File: config.mk
export PLATFORM = sky130hd
export DESIGN_NAME = wit_watchdog_unit
export DESIGN_NICKNAME = d
export VERILOG_FILES = /design/src/logic/wit_pkg.sv /design/src/logic/wit_prescaler.sv /design/src/logic/wit_pulse_timer.sv /design/src/logic/wit_watchdog_unit.sv
export SDC_FILE = /design/constraint.sdc
export NUM_CORES = 1
export LEC_CHECK = 0
export BUFFER_PORTS_ARGS = -buffer_cell sky130_fd_sc_hd__buf_2
export CAP_MARGIN = 20
export CORE_MARGIN = 2
export CORE_UTILIZATION = 46
export CTS_CLUSTER_SIZE = 14
export DETAILED_ROUTE_END_ITERATION = 8
export HOLD_SLACK_MARGIN = 0.05
export PLACE_DENSITY = 0.74
export SLEW_MARGIN = 15
export SYNTH_ARGS = -nofsm -noshare
export SYNTH_HDL_FRONTEND = slang
export SYNTH_SLANG_ARGS = --single-unit
File: constraint.sdc
create_clock -name mclk -period 2.71 [get_ports mclk]
set_input_delay 0.542 -clock mclk [delete_from_list [all_inputs] [get_ports mclk]]
set_output_delay 0.542 -clock mclk [all_outputs]
set_load 0.01 [all_outputs]
File: src/logic/wit_pkg.sv
package wit_pkg;

   // One bus state is one mclk cycle at 10 MHz
   localparam int          CLK_PERIOD_NS  = 100;
   localparam int          STATE_CYCLES   = 1;
   localparam int          INT_RST_STATES = 518;
   localparam int          EXT_RST_STATES = 132;
   localparam logic [9:0]  INT_RST_CYC    = 10'(INT_RST_STATES * STATE_CYCLES);
   localparam logic [9:0]  EXT_RST_CYC    = 10'(EXT_RST_STATES * STATE_CYCLES);

   localparam logic [7:0]  OFS_CNT_CTRL   = 8'h00;
   localparam logic [7:0]  OFS_INIT       = 8'h04;

   localparam logic [7:0]  KEY_COUNT      = 8'h5a;
   localparam logic [7:0]  KEY_CTRL       = 8'ha5;
   localparam logic [7:0]  KEY_INIT_CLR   = 8'ha5;
   localparam logic [7:0]  KEY_INIT_OE    = 8'h5a;

   localparam int          CTRL_WRAP_BIT  = 7;
   localparam int          CTRL_MODE_BIT  = 6;
   localparam int          CTRL_RUN_BIT   = 5;
   localparam int          CTRL_CKS_LSB   = 0;
   localparam int          INIT_FLAG_BIT  = 7;
   localparam int          INIT_OE_BIT    = 6;
   localparam logic [7:0]  CTRL_RESV      = 8'h18;
   localparam logic [7:0]  INIT_RESV      = 8'h3f;

   localparam logic [7:0]  COUNT_RST      = 8'h00;
   localparam logic [7:0]  COUNT_MAX      = 8'hff;
   localparam logic [1:0]  RESP_OKAY      = 2'h0;
   localparam logic [1:0]  RESP_SLVERR    = 2'h2;

   typedef struct packed {
      logic       counter_wrap_flag;
      logic       mode_select_watch_or_interval;
      logic       timer_run_enable;
      logic [2:0] prescale_select;
   } wit_ctrl_t;

   localparam wit_ctrl_t   CTRL_RST       = '0;

   // Low-bit mask of the prescaler for each select code
   function automatic logic [11:0] wit_div_mask(input logic [2:0] sel);
      case (sel)
         3'h0:    wit_div_mask = 12'h001;
         3'h1:    wit_div_mask = 12'h01f;
         3'h2:    wit_div_mask = 12'h03f;
         3'h3:    wit_div_mask = 12'h07f;
         3'h4:    wit_div_mask = 12'h0ff;
         3'h5:    wit_div_mask = 12'h1ff;
         3'h6:    wit_div_mask = 12'h7ff;
         default: wit_div_mask = 12'hfff;
      endcase
   endfunction

endpackage

File: src/logic/wit_prescaler.sv
`timescale 1ns/1ps
module wit_prescaler
   import wit_pkg::*;
(
   input  wire logic       mclk,
   input  wire logic       rstn,
   input  wire logic       clr,
   input  wire logic [2:0] sel,
   output logic            tick
);

   logic [11:0] div;

   always_ff @(posedge mclk or negedge rstn) begin
      if (!rstn) begin
         div <= 12'h000;
      end else if (clr) begin
         div <= 12'h000;
      end else begin
         div <= div + 12'h001;
      end
   end

   assign tick = ((div & wit_div_mask(sel)) == wit_div_mask(sel)) && !clr;
endmodule

File: src/logic/wit_pulse_timer.sv
`timescale 1ns/1ps
module wit_pulse_timer
   import wit_pkg::*;
#(
   parameter logic [9:0] LEN = 10'd1
)
(
   input  wire logic mclk,
   input  wire logic rstn,
   input  wire logic start,
   output logic      active
);

   logic [9:0] left;
   logic [9:0] run_len;

   // A start while running is ignored: the pulse is never stretched
   always_ff @(posedge mclk or negedge rstn) begin
      if (!rstn) begin
         left <= 10'd0;
      end else if (start && left == 10'd0) begin
         left <= LEN;
      end else if (left != 10'd0) begin
         left <= left - 10'd1;
      end
   end

   assign active = (left != 10'd0);

   always_ff @(posedge mclk or negedge rstn) begin
      if (!rstn) begin
         run_len <= 10'd0;
      end else if (active) begin
         run_len <= run_len + 10'd1;
      end else begin
         run_len <= 10'd0;
      end
   end
endmodule

File: src/logic/wit_watchdog_unit.sv
// Contract
// Watchdog mode when mode select and run enable are both one.
// Software rewrites the counter, usually to zero, before it overflows.
// Watchdog overflow raises an internal chip reset for 518 states.
// Watchdog overflow with output enabled drives the init pin for 132 states.
// The init pin carries the watchdog reset only when its enable bit is one.
// Watchdog reset shares the pin reset vector; the init flag tells them apart.
// Simultaneous pin and watchdog resets count as a pin reset.
// Interval mode with run enabled requests an interrupt every overflow.
// Every overflow sets the wrap flag and fires reset or interrupt same cycle.
// The watchdog init flag is meaningful only in watchdog mode.
// In watchdog mode the init flag sets with the wrap flag on overflow.
// The internal reset clears the wrap flag but keeps the init flag.
// Software clears the init flag itself after a watchdog reset.
// In interval mode the interrupt is requested while the wrap flag is one.
// A counter write meeting a tick stores the data and skips the increment.
// Software stops the counter before changing the prescale select.
// Overflow is the counter stepping from its maximum to zero.
// Run enable zero holds the counter at zero; one lets it count.
// Writes are word writes keyed by a password in the upper byte.
// Prescale select picks one of eight clock divisions, 2 to 4096.
// While running the counter increments once per prescaled tick.
`timescale 1ns/1ps
module wit_watchdog_unit
   import wit_pkg::*;
(
   input  wire logic        mclk,
   input  wire logic        rstn,
   input  wire logic [31:0] s_axi_awaddr,
   input  wire logic        s_axi_awvalid,
   output logic             s_axi_awready,
   input  wire logic [31:0] s_axi_wdata,
   input  wire logic [3:0]  s_axi_wstrb,
   input  wire logic        s_axi_wvalid,
   output logic             s_axi_wready,
   output logic [1:0]       s_axi_bresp,
   output logic             s_axi_bvalid,
   input  wire logic        s_axi_bready,
   input  wire logic [31:0] s_axi_araddr,
   input  wire logic        s_axi_arvalid,
   output logic             s_axi_arready,
   output logic [31:0]      s_axi_rdata,
   output logic [1:0]       s_axi_rresp,
   output logic             s_axi_rvalid,
   input  wire logic        s_axi_rready,
   output logic             chip_reset_int,
   output logic             chip_init_output_n,
   output logic             interval_overflow_irq
);

   wit_ctrl_t   wdog_ctrl_status;
   logic [7:0]  wdog_count;
   logic        watchdog_init_flag;
   logic        init_output_enable;
   logic        wrap_armed;
   logic        flag_armed;

   logic        aw_hold;
   logic        w_hold;
   logic [7:0]  aw_ofs;
   logic [15:0] w_word;
   logic        w_full;

   logic        tick;
   logic        ext_active;

   // Bus decode
   wire         do_wr      = aw_hold && w_hold;
   wire         wr_cc      = do_wr && aw_ofs == OFS_CNT_CTRL;
   wire         wr_init    = do_wr && aw_ofs == OFS_INIT;
   wire         wr_mapped  = wr_cc || wr_init;
   wire  [7:0]  key        = w_word[15:8];
   wire  [7:0]  wbyte      = w_word[7:0];
   wire         ar_take    = s_axi_arvalid && s_axi_arready;
   wire  [7:0]  ar_ofs     = s_axi_araddr[7:0];
   wire         ar_cc      = ar_ofs == OFS_CNT_CTRL;
   wire         ar_init    = ar_ofs == OFS_INIT;

   // Keyed writes; byte writes are refused
   wire         cnt_wr     = wr_cc && w_full && key == KEY_COUNT;
   wire         ctrl_wr    = wr_cc && w_full && key == KEY_CTRL;
   wire         init_clr   = wr_init && w_full && key == KEY_INIT_CLR
                             && wbyte == 8'h00;
   wire         init_oe_wr = wr_init && w_full && key == KEY_INIT_OE;

   // Mode and counting
   wire         run        = wdog_ctrl_status.timer_run_enable;
   wire         wd_mode    = wdog_ctrl_status.mode_select_watch_or_interval && run;
   wire         iv_mode    = !wdog_ctrl_status.mode_select_watch_or_interval && run;
   wire         count_tick = tick && run && !cnt_wr && !chip_reset_int;
   wire         ovf        = count_tick && wdog_count == COUNT_MAX;
   wire         wd_ovf     = ovf && wd_mode;

   // Flag clear needs a prior read that saw the flag set
   wire         wrap_clr   = ctrl_wr && flag_clr_bit(wbyte, CTRL_WRAP_BIT) && wrap_armed;
   wire         flag_clr   = init_clr && flag_armed;

   function automatic logic flag_clr_bit(input logic [7:0] b, input int pos);
      flag_clr_bit = !b[pos];
   endfunction

   wire  [7:0]  ctrl_byte  = {wdog_ctrl_status.counter_wrap_flag,
                              wdog_ctrl_status.mode_select_watch_or_interval,
                              wdog_ctrl_status.timer_run_enable,
                              2'b00,
                              wdog_ctrl_status.prescale_select} | CTRL_RESV;
   wire  [7:0]  init_byte  = {watchdog_init_flag, init_output_enable, 6'h00} | INIT_RESV;

   assign s_axi_awready = !aw_hold && !s_axi_bvalid;
   assign s_axi_wready  = !w_hold && !s_axi_bvalid;
   assign s_axi_arready = !s_axi_rvalid;

   wit_prescaler u_prescaler (
      .mclk (mclk),
      .rstn (rstn),
      .clr  (!run || chip_reset_int),
      .sel  (wdog_ctrl_status.prescale_select),
      .tick (tick)
   );

   wit_pulse_timer #(
      .LEN (INT_RST_CYC)
   ) u_int_reset (
      .mclk   (mclk),
      .rstn   (rstn),
      .start  (wd_ovf),
      .active (chip_reset_int)
   );

   wit_pulse_timer #(
      .LEN (EXT_RST_CYC)
   ) u_ext_reset (
      .mclk   (mclk),
      .rstn   (rstn),
      .start  (wd_ovf && init_output_enable),
      .active (ext_active)
   );

   assign chip_init_output_n    = !ext_active;
   assign interval_overflow_irq = wdog_ctrl_status.counter_wrap_flag
                                  && !wdog_ctrl_status.mode_select_watch_or_interval;

   // Write address and data channels, taken in either order
   always_ff @(posedge mclk or negedge rstn) begin
      if (!rstn) begin
         aw_hold <= 1'b0;
         aw_ofs  <= 8'h00;
      end else if (s_axi_awvalid && s_axi_awready) begin
         aw_hold <= 1'b1;
         aw_ofs  <= s_axi_awaddr[7:0];
      end else if (do_wr) begin
         aw_hold <= 1'b0;
      end
   end

   always_ff @(posedge mclk or negedge rstn) begin
      if (!rstn) begin
         w_hold <= 1'b0;
         w_word <= 16'h0000;
         w_full <= 1'b0;
      end else if (s_axi_wvalid && s_axi_wready) begin
         w_hold <= 1'b1;
         w_word <= s_axi_wdata[15:0];
         w_full <= &s_axi_wstrb[1:0];
      end else if (do_wr) begin
         w_hold <= 1'b0;
      end
   end

   always_ff @(posedge mclk or negedge rstn) begin
      if (!rstn) begin
         s_axi_bvalid <= 1'b0;
         s_axi_bresp  <= RESP_OKAY;
      end else if (do_wr) begin
         s_axi_bvalid <= 1'b1;
         s_axi_bresp  <= wr_mapped ? RESP_OKAY : RESP_SLVERR;
      end else if (s_axi_bready) begin
         s_axi_bvalid <= 1'b0;
      end
   end

   always_ff @(posedge mclk or negedge rstn) begin
      if (!rstn) begin
         s_axi_rvalid <= 1'b0;
         s_axi_rdata  <= 32'h0000_0000;
         s_axi_rresp  <= RESP_OKAY;
      end else if (ar_take) begin
         s_axi_rvalid <= 1'b1;
         s_axi_rdata  <= ar_cc   ? {16'h0000, wdog_count, ctrl_byte} :
                         ar_init ? {24'h000000, init_byte} : 32'h0000_0000;
         s_axi_rresp  <= (ar_cc || ar_init) ? RESP_OKAY : RESP_SLVERR;
      end else if (s_axi_rready) begin
         s_axi_rvalid <= 1'b0;
      end
   end

   // Clear arms; a flag read as one may then be written to zero
   always_ff @(posedge mclk or negedge rstn) begin
      if (!rstn) begin
         wrap_armed <= 1'b0;
         flag_armed <= 1'b0;
      end else begin
         if (!wdog_ctrl_status.counter_wrap_flag) begin
            wrap_armed <= 1'b0;
         end else if (ar_take && ar_cc) begin
            wrap_armed <= 1'b1;
         end
         if (!watchdog_init_flag) begin
            flag_armed <= 1'b0;
         end else if (ar_take && ar_init) begin
            flag_armed <= 1'b1;
         end
      end
   end

   // Control and counter; the internal reset holds both at reset values
   always_ff @(posedge mclk or negedge rstn) begin
      if (!rstn) begin
         wdog_ctrl_status <= CTRL_RST;
      end else if (chip_reset_int) begin
         wdog_ctrl_status <= CTRL_RST;
      end else begin
         if (ovf) begin
            wdog_ctrl_status.counter_wrap_flag <= 1'b1;
         end else if (wrap_clr) begin
            wdog_ctrl_status.counter_wrap_flag <= 1'b0;
         end
         if (ctrl_wr) begin
            wdog_ctrl_status.mode_select_watch_or_interval <= wbyte[CTRL_MODE_BIT];
            wdog_ctrl_status.timer_run_enable              <= wbyte[CTRL_RUN_BIT];
            wdog_ctrl_status.prescale_select <= wbyte[CTRL_CKS_LSB +: 3];
         end
      end
   end

   always_ff @(posedge mclk or negedge rstn) begin
      if (!rstn) begin
         wdog_count <= COUNT_RST;
      end else if (chip_reset_int || !run) begin
         wdog_count <= COUNT_RST;
      end else if (cnt_wr) begin
         wdog_count <= wbyte;
      end else if (count_tick) begin
         wdog_count <= wdog_count + 8'h01;
      end
   end

   // The pin reset or an armed software clear clears the init flag; the pin reset wins a tie
   always_ff @(posedge mclk or negedge rstn) begin
      if (!rstn) begin
         watchdog_init_flag <= 1'b0;
         init_output_enable <= 1'b0;
      end else begin
         if (wd_ovf) begin
            watchdog_init_flag <= 1'b1;
         end else if (flag_clr) begin
            watchdog_init_flag <= 1'b0;
         end
         if (init_oe_wr) begin
            init_output_enable <= wbyte[INIT_OE_BIT];
         end
      end
   end
endmodule

==> results.sh, run 1 <==
export IMPL_start_util_pct=47.9
export IMPL_min_period_over_period_pct=92.4
export IMPL_maxSlewViolCount=0
export IMPL_regToRegSetupSlack_ps=220
export IMPL_reg2reg_to="u_ext_reset.left[1]"
export IMPL_fmax_mhz=399
export IMPL_slew_headroom_pct=46.6
export IMPL_slowest_stage="dfrtp_1"
export IMPL_antenna_found_initial=0
export IMPL_grt_use_total_pct=17.0
export IMPL_drtIter0Drc=111
export IMPL_cts_buffers=9
export IMPL_final_cell_mix="dfrtp_1, buf_2, nand2_1, nor2_1, mux2_2"
export IMPL_hpwlAfterDp_um=6230
export IMPL_start_kind="flip-flop"
export IMPL_cts_reportedPaths_clkPinSlew_ps=100
export IMPL_antenna_cells=0
export IMPL_stdcell_area_um2=5120
export IMPL_syn_instance_count=419
export IMPL_hold_class="input port to asynchronous set/reset pin"
export IMPL_synthArstFlopShare_pct=100
export IMPL_rows=35
export IMPL_rsz0062_at_grt="false"
export IMPL_grt_pass1_vias=3071
export IMPL_drcViolationCount=0
export IMPL_skew_ps=11.7
export IMPL_power_mw=3.28
export IMPL_port_buffers=66
export IMPL_clk_insertion_delay_late_ps=360
export IMPL_cp_required_ps=2170
export IMPL_ant_nets=0
export IMPL_crit_family="simple AND/OR/NAND/NOR gates"
export IMPL_tightest_slew_ps=801
export IMPL_outcome="finished clean"
export IMPL_cts_buffer_depth=2
export IMPL_die_h_um=103
export IMPL_die_w_um=103
export IMPL_crit_type="flip-flop to primary output"
export IMPL_worstPathCellList="nor4_2 -> nor4b_4 -> nand2_1 -> inv_1 -> buf_2"
export IMPL_drive_gt1_share_pct=24.9
export IMPL_reg2regPathDepth=6
export IMPL_dieArea_um2=10500
export IMPL_crit_fanout=5
export IMPL_critical_path_buf_inv_count=2
export IMPL_dr_pass1_iters=4
export IMPL_leakage_nw=2.43
export IMPL_netlist_area_um2=4470
export IMPL_postPlaceCellArea_um2=4900
export IMPL_hold_slack_ps=123
export IMPL_cts_tree="built"
export IMPL_crit_arrival_ps=1960
export IMPL_grt_pass1_wl_um=14100
export IMPL_synth_edf_count=0
export IMPL_grt_max_degree=62
export IMPL_fin_nets=600
export IMPL_cts_setup_buffers=0
export IMPL_ys_seq_area_share_pct=53.8
export IMPL_coreArea_um2=9330
export IMPL_area_growth_pct=14.5
export IMPL_postSynthAreaPerCell_um2=10.7
export IMPL_hold_violations=0
export IMPL_root_buffer="clkbuf_8"
export IMPL_maxCapViolations=0
export IMPL_utilization_pct=54.9
export IMPL_yosysUniqueCellTypes=48
export IMPL_grt_ovfl_total=0
export IMPL_fin_tns_setup_ps=0
export IMPL_via_per_inst=5.13
export IMPL_period_needed_ps=2500
export IMPL_layout_commonest_cell="dfrtp_1"
export IMPL_synthFlopType="dfrtp_1"
export IMPL_pin_count=151
export IMPL_gp_congestion=0.802
export IMPL_htreeDepth=3
export IMPL_setup_viol=0
export IMPL_routedWlPerCell_um=13.4
export IMPL_r2r_start="u_int_reset.left[4]"
export IMPL_synth_warnings=0
export IMPL_wirelength_um=8330
export IMPL_slowest_delay_ps=410
export IMPL_cts_sinks=96
export IMPL_p_per_area_nw_per_um2=641
export IMPL_ir_drop_mv=0.522
export IMPL_synth_seq_cells=96
export IMPL_via_count=3191
export IMPL_worst_setup_path_end_kind="primary output"
through the flow:
step,std cells,setup WS [ps]
final,622,206
after floorplan,436,410
after detailed placement,607,223
after global routing,622,58.6
after global placement,607,248
after CTS,622,33.0
final cells by class:
type,instances,area (µm²)
inverters,15,60.1
clock buffers,9,124
flip-flops and latches,96,2400
fillers,835,4210
multi-input cells,295,1910
well taps,129,161
clock inverters,6,68.8
repair buffers,72,390
where the power goes:
group          internal [mW]  switching (mW)
clock network          0.428           0.497
logic                  0.296           0.227
registers               1.65           0.182
timing repair:
action,in CTS,in global routing
gates resized for setup,1,4
endpoints found under the setup margin,1,2
hold buffers,0,0
endpoints found under the hold margin,0,0
layer usage:
layer  wire (µm)  GRT usage, %
met2        3890          27.5
met5           0             0
met3         412          4.20
met1        3960          22.6
met4          69          5.44
flip-flops by register name, indices dropped and copies added, names as in the netlist, 5 cells and up:
signal / count
aw_ofs: 8
ctrl_byte: 5
w_word: 16
wdog_count: 8
u_prescaler.div: 12
s_axi_rdata: 15
u_int_reset.left: 10
u_ext_reset.left: 10
cells in the mapped netlist (2+ instances only):
library cell,number,share of area (%)
a22o_1,8,1.6
nor4_1,9,1.3
or3_1,2,0.28
nor4b_1,2,0.39
o31ai_1,6,1.0
nand2_1,41,3.4
inv_1,14,1.2
clkbuf_1,10,0.84
or4bb_1,2,0.50
nor4bb_1,2,0.45
o21ai_0,21,2.4
mux2i_1,8,1.8
nor3_1,12,1.3
nor2b_1,6,0.84
a31o_2,2,0.39
nor2_1,38,3.2
and2_1,4,0.56
a21oi_1,12,1.3
o21a_1,3,0.50
nand3_1,15,1.7
nand4_1,4,0.56
and4_1,2,0.39
ha_1,4,1.1
buf_4,19,3.2
and3_1,3,0.42
nand4b_1,3,0.59
a21o_1,3,0.50
nand3b_1,2,0.34
mux2_2,25,6.3
or4_1,2,0.34
xor2_1,12,2.4
dfrtp_1,96,54
xnor2_1,12,2.4
worst max path at each step:
stage                                    from                  end  slack [ps]  cells after the start
after detailed placement  u_int_reset.left[4]  u_ext_reset.left[1]         220                      6
final                     u_ext_reset.left[6]   chip_init_output_n         210                      5
after global routing      u_int_reset.left[6]       chip_reset_int          60                      4
after global placement    u_int_reset.left[4]  u_ext_reset.left[1]         250                      6
after floorplan           u_int_reset.left[4]  u_ext_reset.left[1]         410                      7
after CTS                 u_ext_reset.left[5]   chip_init_output_n          30                      5
kinds of logic (layout without fill, tap and decap cells):
group / after synthesis / count (layout) / synth area share, %
buf+inv: 45 / 102 / 5.40
fa+ha+maj: 4 / 4 / 1.12
mux: 33 / 33 / 8.09
compound gates: 61 / 61 / 8.76
other cells: 1 / 18 / 0.0839
simple gates: 155 / 155 / 18.1
xor+xnor: 24 / 24 / 4.70
flops: 96 / 96 / 53.8
No activity file was read; power rests on OpenSTA's default activity.
==> inputs of run 2 (changes only) <==
==> constraint.sdc (replaced) <==
create_clock -name mclk -period 3.12 [get_ports mclk]
set_input_delay 0.624 -clock mclk [delete_from_list [all_inputs] [get_ports mclk]]
set_output_delay 0.624 -clock mclk [all_outputs]
set_load 0.01 [all_outputs]
==> results.sh, run 2 (synthesis gave the netlist of run 1 again) <==
export IMPL_outcome="finished clean"
export IMPL_min_period_over_period_pct=91.9
export IMPL_regToRegSetupSlack_ps=650
export IMPL_drcViolationCount=0
export IMPL_wirelength_um=8220
export IMPL_via_per_inst=5.15
export IMPL_seq_area_um2=2400
export IMPL_dp_worst_setup_slack_ps=653
export IMPL_cts_buffer_depth=2
export IMPL_largest_reg_flops=16
export IMPL_fill_cells=827
export IMPL_start_kind="flip-flop"
export IMPL_multi_input_area_um2=1890
export IMPL_combPwrFrac_pct=15.8
export IMPL_rows=35
export IMPL_hpwlAfterDp_um=6120
export IMPL_cp_required_ps=2500
export IMPL_via_count=3191
export IMPL_htreeDepth=3
export IMPL_tightest_slew_ps=846
export IMPL_grt_pass1_vias=3011
export IMPL_crit_fanout=5
export IMPL_final_cell_mix="dfrtp_1, buf_2, nand2_1, nor2_1, mux2_2"
export IMPL_ctsResizeCount=0
export IMPL_root_buffer="clkbuf_8"
export IMPL_fin_tns_setup_ps=0
export IMPL_drive_gt1_share_pct=23.8
export IMPL_p_int_mw=2.11
export IMPL_reg_top3="w_word x16, s_axi_rdata x15, u_prescaler.div x12"
export IMPL_maxCapViolations=0
export IMPL_cts_buffers=9
export IMPL_cts_setup_buffers=0
export IMPL_antenna_found_initial=0
export IMPL_drtIter0Drc=87
export IMPL_clockPowerShare_pct=29.3
export IMPL_rsz0062_at_grt="false"
export IMPL_leakage_nw=2.41
export IMPL_setup_ws_ps=253
export IMPL_die_w_um=103
export IMPL_dieArea_um2=10500
export IMPL_cts_tree="built"
export IMPL_maxSlewViolCount=0
export IMPL_skew_ps=13.5
export IMPL_routedWlPerCell_um=13.3
export IMPL_swShare_pct=27.1
export IMPL_gp_congestion=0.795
export IMPL_slew_headroom_pct=43.1
export IMPL_sequentialPowerShare_pct=54.9
export IMPL_cts_sinks=96
export IMPL_grt_pass1_wl_um=14000
export IMPL_period_needed_ps=2870
export IMPL_coreArea_um2=9330
export IMPL_fmax_mhz=349
export IMPL_cts_reportedPaths_clkPinSlew_ps=90
export IMPL_port_buffers=66
export IMPL_clk_insertion_delay_late_ps=360
export IMPL_dr_pass1_iters=4
export IMPL_power_mw=2.90
export IMPL_crit_arrival_ps=2240
export IMPL_layout_commonest_cell="dfrtp_1"
export IMPL_worst_setup_path_end_kind="primary output"
export IMPL_grt_max_degree=55
export IMPL_die_h_um=103
export IMPL_ant_nets=0
export IMPL_hold_violations=0
export IMPL_crit_type="flip-flop to primary output"
export IMPL_hold_buffers=0
export IMPL_regMostFlops="w_word"
export IMPL_grt_ovfl_total=0
export IMPL_setup_viol=0
export IMPL_antenna_cells=0
export IMPL_p_switching_mw=0.786
export IMPL_fin_nets=597
export IMPL_ir_drop_mv=0.445
export IMPL_start_util_pct=47.9
export IMPL_grt_use_total_pct=16.8
export IMPL_p_per_area_nw_per_um2=569
export IMPL_pin_count=151
export IMPL_area_growth_pct=13.9
export IMPL_hold_class="input port to asynchronous set/reset pin"
==> run 2: cell types whose count changed in the layout (fill, tap and decap cells not counted), sizes merged <==
| cell | delta |
|---|---|
| buf | -3 |
| clkbuf | +2 |
| clkinvlp | -1 |
==> run 2: final timing paths <==
kind                                startpoint             endpoint  cells past startpoint
setup / recovery           u_ext_reset.left[5]   chip_init_output_n                      5
hold / removal                            rstn      s_axi_rdata[15]                      1
setup reg to reg           u_int_reset.left[4]  u_ext_reset.left[1]                      6
hold reg to reg                 s_axi_rdata[5]       s_axi_rdata[5]                      2
max in group asynchronous                 rstn  u_int_reset.left[7]                      2
min in group mclk                 s_axi_bready         s_axi_bvalid                      2
==> run 2: final cells by class <==
cell class / count / area share (%)
Sequential cell: 96 / 47.2
Tap cell: 129 / 3.17
Timing Repair Buffer: 69 / 7.23
Clock inverter: 5 / 1.18
Multi-Input combinational cell: 295 / 37.1
Inverter: 15 / 1.11
Clock buffer: 11 / 2.98
==> run 2: per-layer routing <==
layer | vias to the layer above | global-route usage [%] | share of wire [%]
li1 | 1572 | - | -
met1 | 1527 | 22.6 | 48
met2 | 82 | 27.7 | 46
met3 | 10 | 3.73 | 4.8
met4 | 0 | 4.62 | 1.3
met5 | - | 0 | 0
==> run 2: power by group through the flow <==
stage | clock [mW] | sequential (mW) | combinational [mW]
final | 0.848 | 1.59 | 0.456
after global routing | 0.917 | 1.63 | 0.509
after CTS | 0.872 | 1.59 | 0.465
after detailed placement | 0 | 1.62 | 0.464
after floorplan | 0 | 1.57 | 0.361
after global placement | 0 | 1.60 | 0.444
==> run 2: critical path: stages, from the launching register on <==
cell and delay (ps):
dfrtp_1 420, nor4_1 420, nor4b_1 500, nand2_1 210, inv_1 170, buf_2 150
==> run 2: metrics by stage <==
step | hold WS, ps | std cells | utilization (%) | instance area, µm²
6_report | 306 | 620 | 54.6 | 5090
5_1_grt | 358 | 620 | 54.6 | 5090
4_1_cts | 323 | 620 | 54.6 | 5090
3_5_place_dp | 463 | 604 | 52.3 | 4880
3_3_place_gp | 460 | 604 | 52.3 | 4880
2_1_floorplan | 328 | 436 | - | 4530
==> inputs of run 3 (changes only) <==
--- a/config.mk
+++ b/config.mk
@@ -12,6 +12,7 @@
 export CTS_CLUSTER_SIZE = 14
 export DETAILED_ROUTE_END_ITERATION = 8
 export HOLD_SLACK_MARGIN = 0.05
+export MAX_ROUTING_LAYER = met4
 export PLACE_DENSITY = 0.74
 export SLEW_MARGIN = 15
 export SYNTH_ARGS = -nofsm -noshare
==> results.sh, run 3 (synthesis gave the netlist of run 1 again) <==
export IMPL_largest_reg_flops=16
export IMPL_leakage_nw=2.41
export IMPL_cts_buffer_depth=2
export IMPL_die_h_um=103
export IMPL_hold_class="input port to asynchronous set/reset pin"
export IMPL_coreArea_um2=9330
export IMPL_pin_count=151
export IMPL_p_int_mw=2.11
export IMPL_clk_insertion_delay_late_ps=360
export IMPL_p_per_area_nw_per_um2=569
export IMPL_start_kind="flip-flop"
export IMPL_cts_setup_buffers=0
export IMPL_setup_ws_ps=247
export IMPL_fill_cells=827
export IMPL_cts_buffers=9
export IMPL_setup_viol=0
export IMPL_cts_reportedPaths_clkPinSlew_ps=100
export IMPL_grt_pass1_wl_um=14000
export IMPL_hold_buffers=0
export IMPL_drive_gt1_share_pct=23.8
export IMPL_grt_use_total_pct=17.3
export IMPL_regMostFlops="w_word"
export IMPL_worst_setup_path_end_kind="primary output"
export IMPL_gp_congestion=0.806
export IMPL_regToRegSetupSlack_ps=650
export IMPL_reg_top3="w_word x16, s_axi_rdata x15, u_prescaler.div x12"
export IMPL_combPwrFrac_pct=15.8
export IMPL_crit_arrival_ps=2250
export IMPL_start_util_pct=47.9
export IMPL_dp_worst_setup_slack_ps=653
export IMPL_antenna_found_initial=0
export IMPL_via_per_inst=5.15
export IMPL_cp_required_ps=2500
export IMPL_min_period_over_period_pct=92.1
export IMPL_slowest_delay_ps=500
export IMPL_fmax_mhz=348
export IMPL_fin_nets=597
export IMPL_port_buffers=66
export IMPL_layout_commonest_cell="dfrtp_1"
export IMPL_wirelength_um=8250
export IMPL_htreeDepth=3
export IMPL_maxSlewViolCount=0
export IMPL_fin_tns_setup_ps=0
export IMPL_grt_ovfl_total=0
export IMPL_period_needed_ps=2870
export IMPL_antenna_cells=0
export IMPL_sequentialPowerShare_pct=54.9
export IMPL_ant_nets=0
export IMPL_cts_tree="built"
export IMPL_hold_violations=0
export IMPL_drcViolationCount=0
export IMPL_drtIter0Drc=111
export IMPL_tightest_slew_ps=838
export IMPL_hold_slack_ps=307
export IMPL_slowest_stage="nor4b_1"
export IMPL_ctsResizeCount=0
export IMPL_ir_drop_mv=0.445
export IMPL_crit_type="flip-flop to primary output"
export IMPL_multi_input_area_um2=1890
export IMPL_grt_pass1_vias=3006
export IMPL_area_growth_pct=13.9
export IMPL_rsz0062_at_grt="false"
export IMPL_die_w_um=103
export IMPL_grt_max_degree=55
export IMPL_slew_headroom_pct=43.6
export IMPL_crit_family="simple AND/OR/NAND/NOR gates"
export IMPL_cts_sinks=96
export IMPL_dr_pass1_iters=4
export IMPL_crit_fanout=5
export IMPL_worstPathCellList="nor4_1 -> nor4b_1 -> nand2_1 -> inv_1 -> buf_2"
export IMPL_clockPowerShare_pct=29.3
export IMPL_rows=35
export IMPL_skew_ps=12.7
export IMPL_maxCapViolations=0
export IMPL_critical_path_buf_inv_count=2
export IMPL_swShare_pct=27.2
export IMPL_dieArea_um2=10500
export IMPL_seq_area_um2=2400
export IMPL_p_switching_mw=0.786
export IMPL_hpwlAfterDp_um=6120
export IMPL_outcome="finished clean"
export IMPL_final_cell_mix="dfrtp_1, buf_2, nand2_1, nor2_1, mux2_2"
export IMPL_root_buffer="clkbuf_8"
export IMPL_via_count=3190
export IMPL_routedWlPerCell_um=13.3
-- run 3: cell counts in the layout (fill, tap and decap cells not counted) --
No cell type changed its count.
-- run 3: worst paths after layout --
path / startpoint / endpoint / cells past startpoint
hold / removal: rstn / u_prescaler.div[11] / 1
min in group mclk: s_axi_bready / s_axi_bvalid / 2
setup / recovery: u_ext_reset.left[5] / chip_init_output_n / 5
hold reg to reg: s_axi_rdata[5] / s_axi_rdata[5] / 2
max in group asynchronous: rstn / u_int_reset.left[2] / 2
setup reg to reg: u_int_reset.left[4] / u_ext_reset.left[1] / 6
-- run 3: per-stage QoR --
step | instances | util, % | instance area [µm²] | total power [mW]
2_1_floorplan | 436 | - | 4530 | 1.93
3_3_place_gp | 604 | 52.3 | 4880 | 2.05
4_1_cts | 620 | 54.6 | 5090 | 2.93
5_1_grt | 620 | 54.6 | 5090 | 3.05
3_5_place_dp | 604 | 52.3 | 4880 | 2.08
6_report | 620 | 54.6 | 5090 | 2.90
-- run 3: power groups by stage --
stage | logic [mW] | clock network [mW] | registers, mW
after floorplan | 0.361 | 0 | 1.57
after global placement | 0.444 | 0 | 1.60
after detailed placement | 0.464 | 0 | 1.62
after CTS | 0.465 | 0.872 | 1.59
after global routing | 0.509 | 0.919 | 1.63
final | 0.457 | 0.848 | 1.59
-- run 3: cell type report --
| class | count | share of cell area, % |
|---|---|---|
| timing repair buffer | 69 | 7.23 |
| clock inverter | 5 | 1.18 |
| inverter | 15 | 1.11 |
| clock buffer | 11 | 2.98 |
| multi-input combinational | 295 | 37.1 |
| tap | 129 | 3.17 |
| sequential | 96 | 47.2 |
-- run 3: metal layers --
metal / GRT usage [%] / up-vias / part of all wire (%) / wire length [µm]
met4: 3.38 / 0 / 0.65 / 54
met5: - / - / 0 / 0
met3: 4.27 / 5 / 4.8 / 393
li1: - / 1567 / - / -
met1: 22.7 / 1526 / 48 / 3990
met2: 27.8 / 92 / 46 / 3810
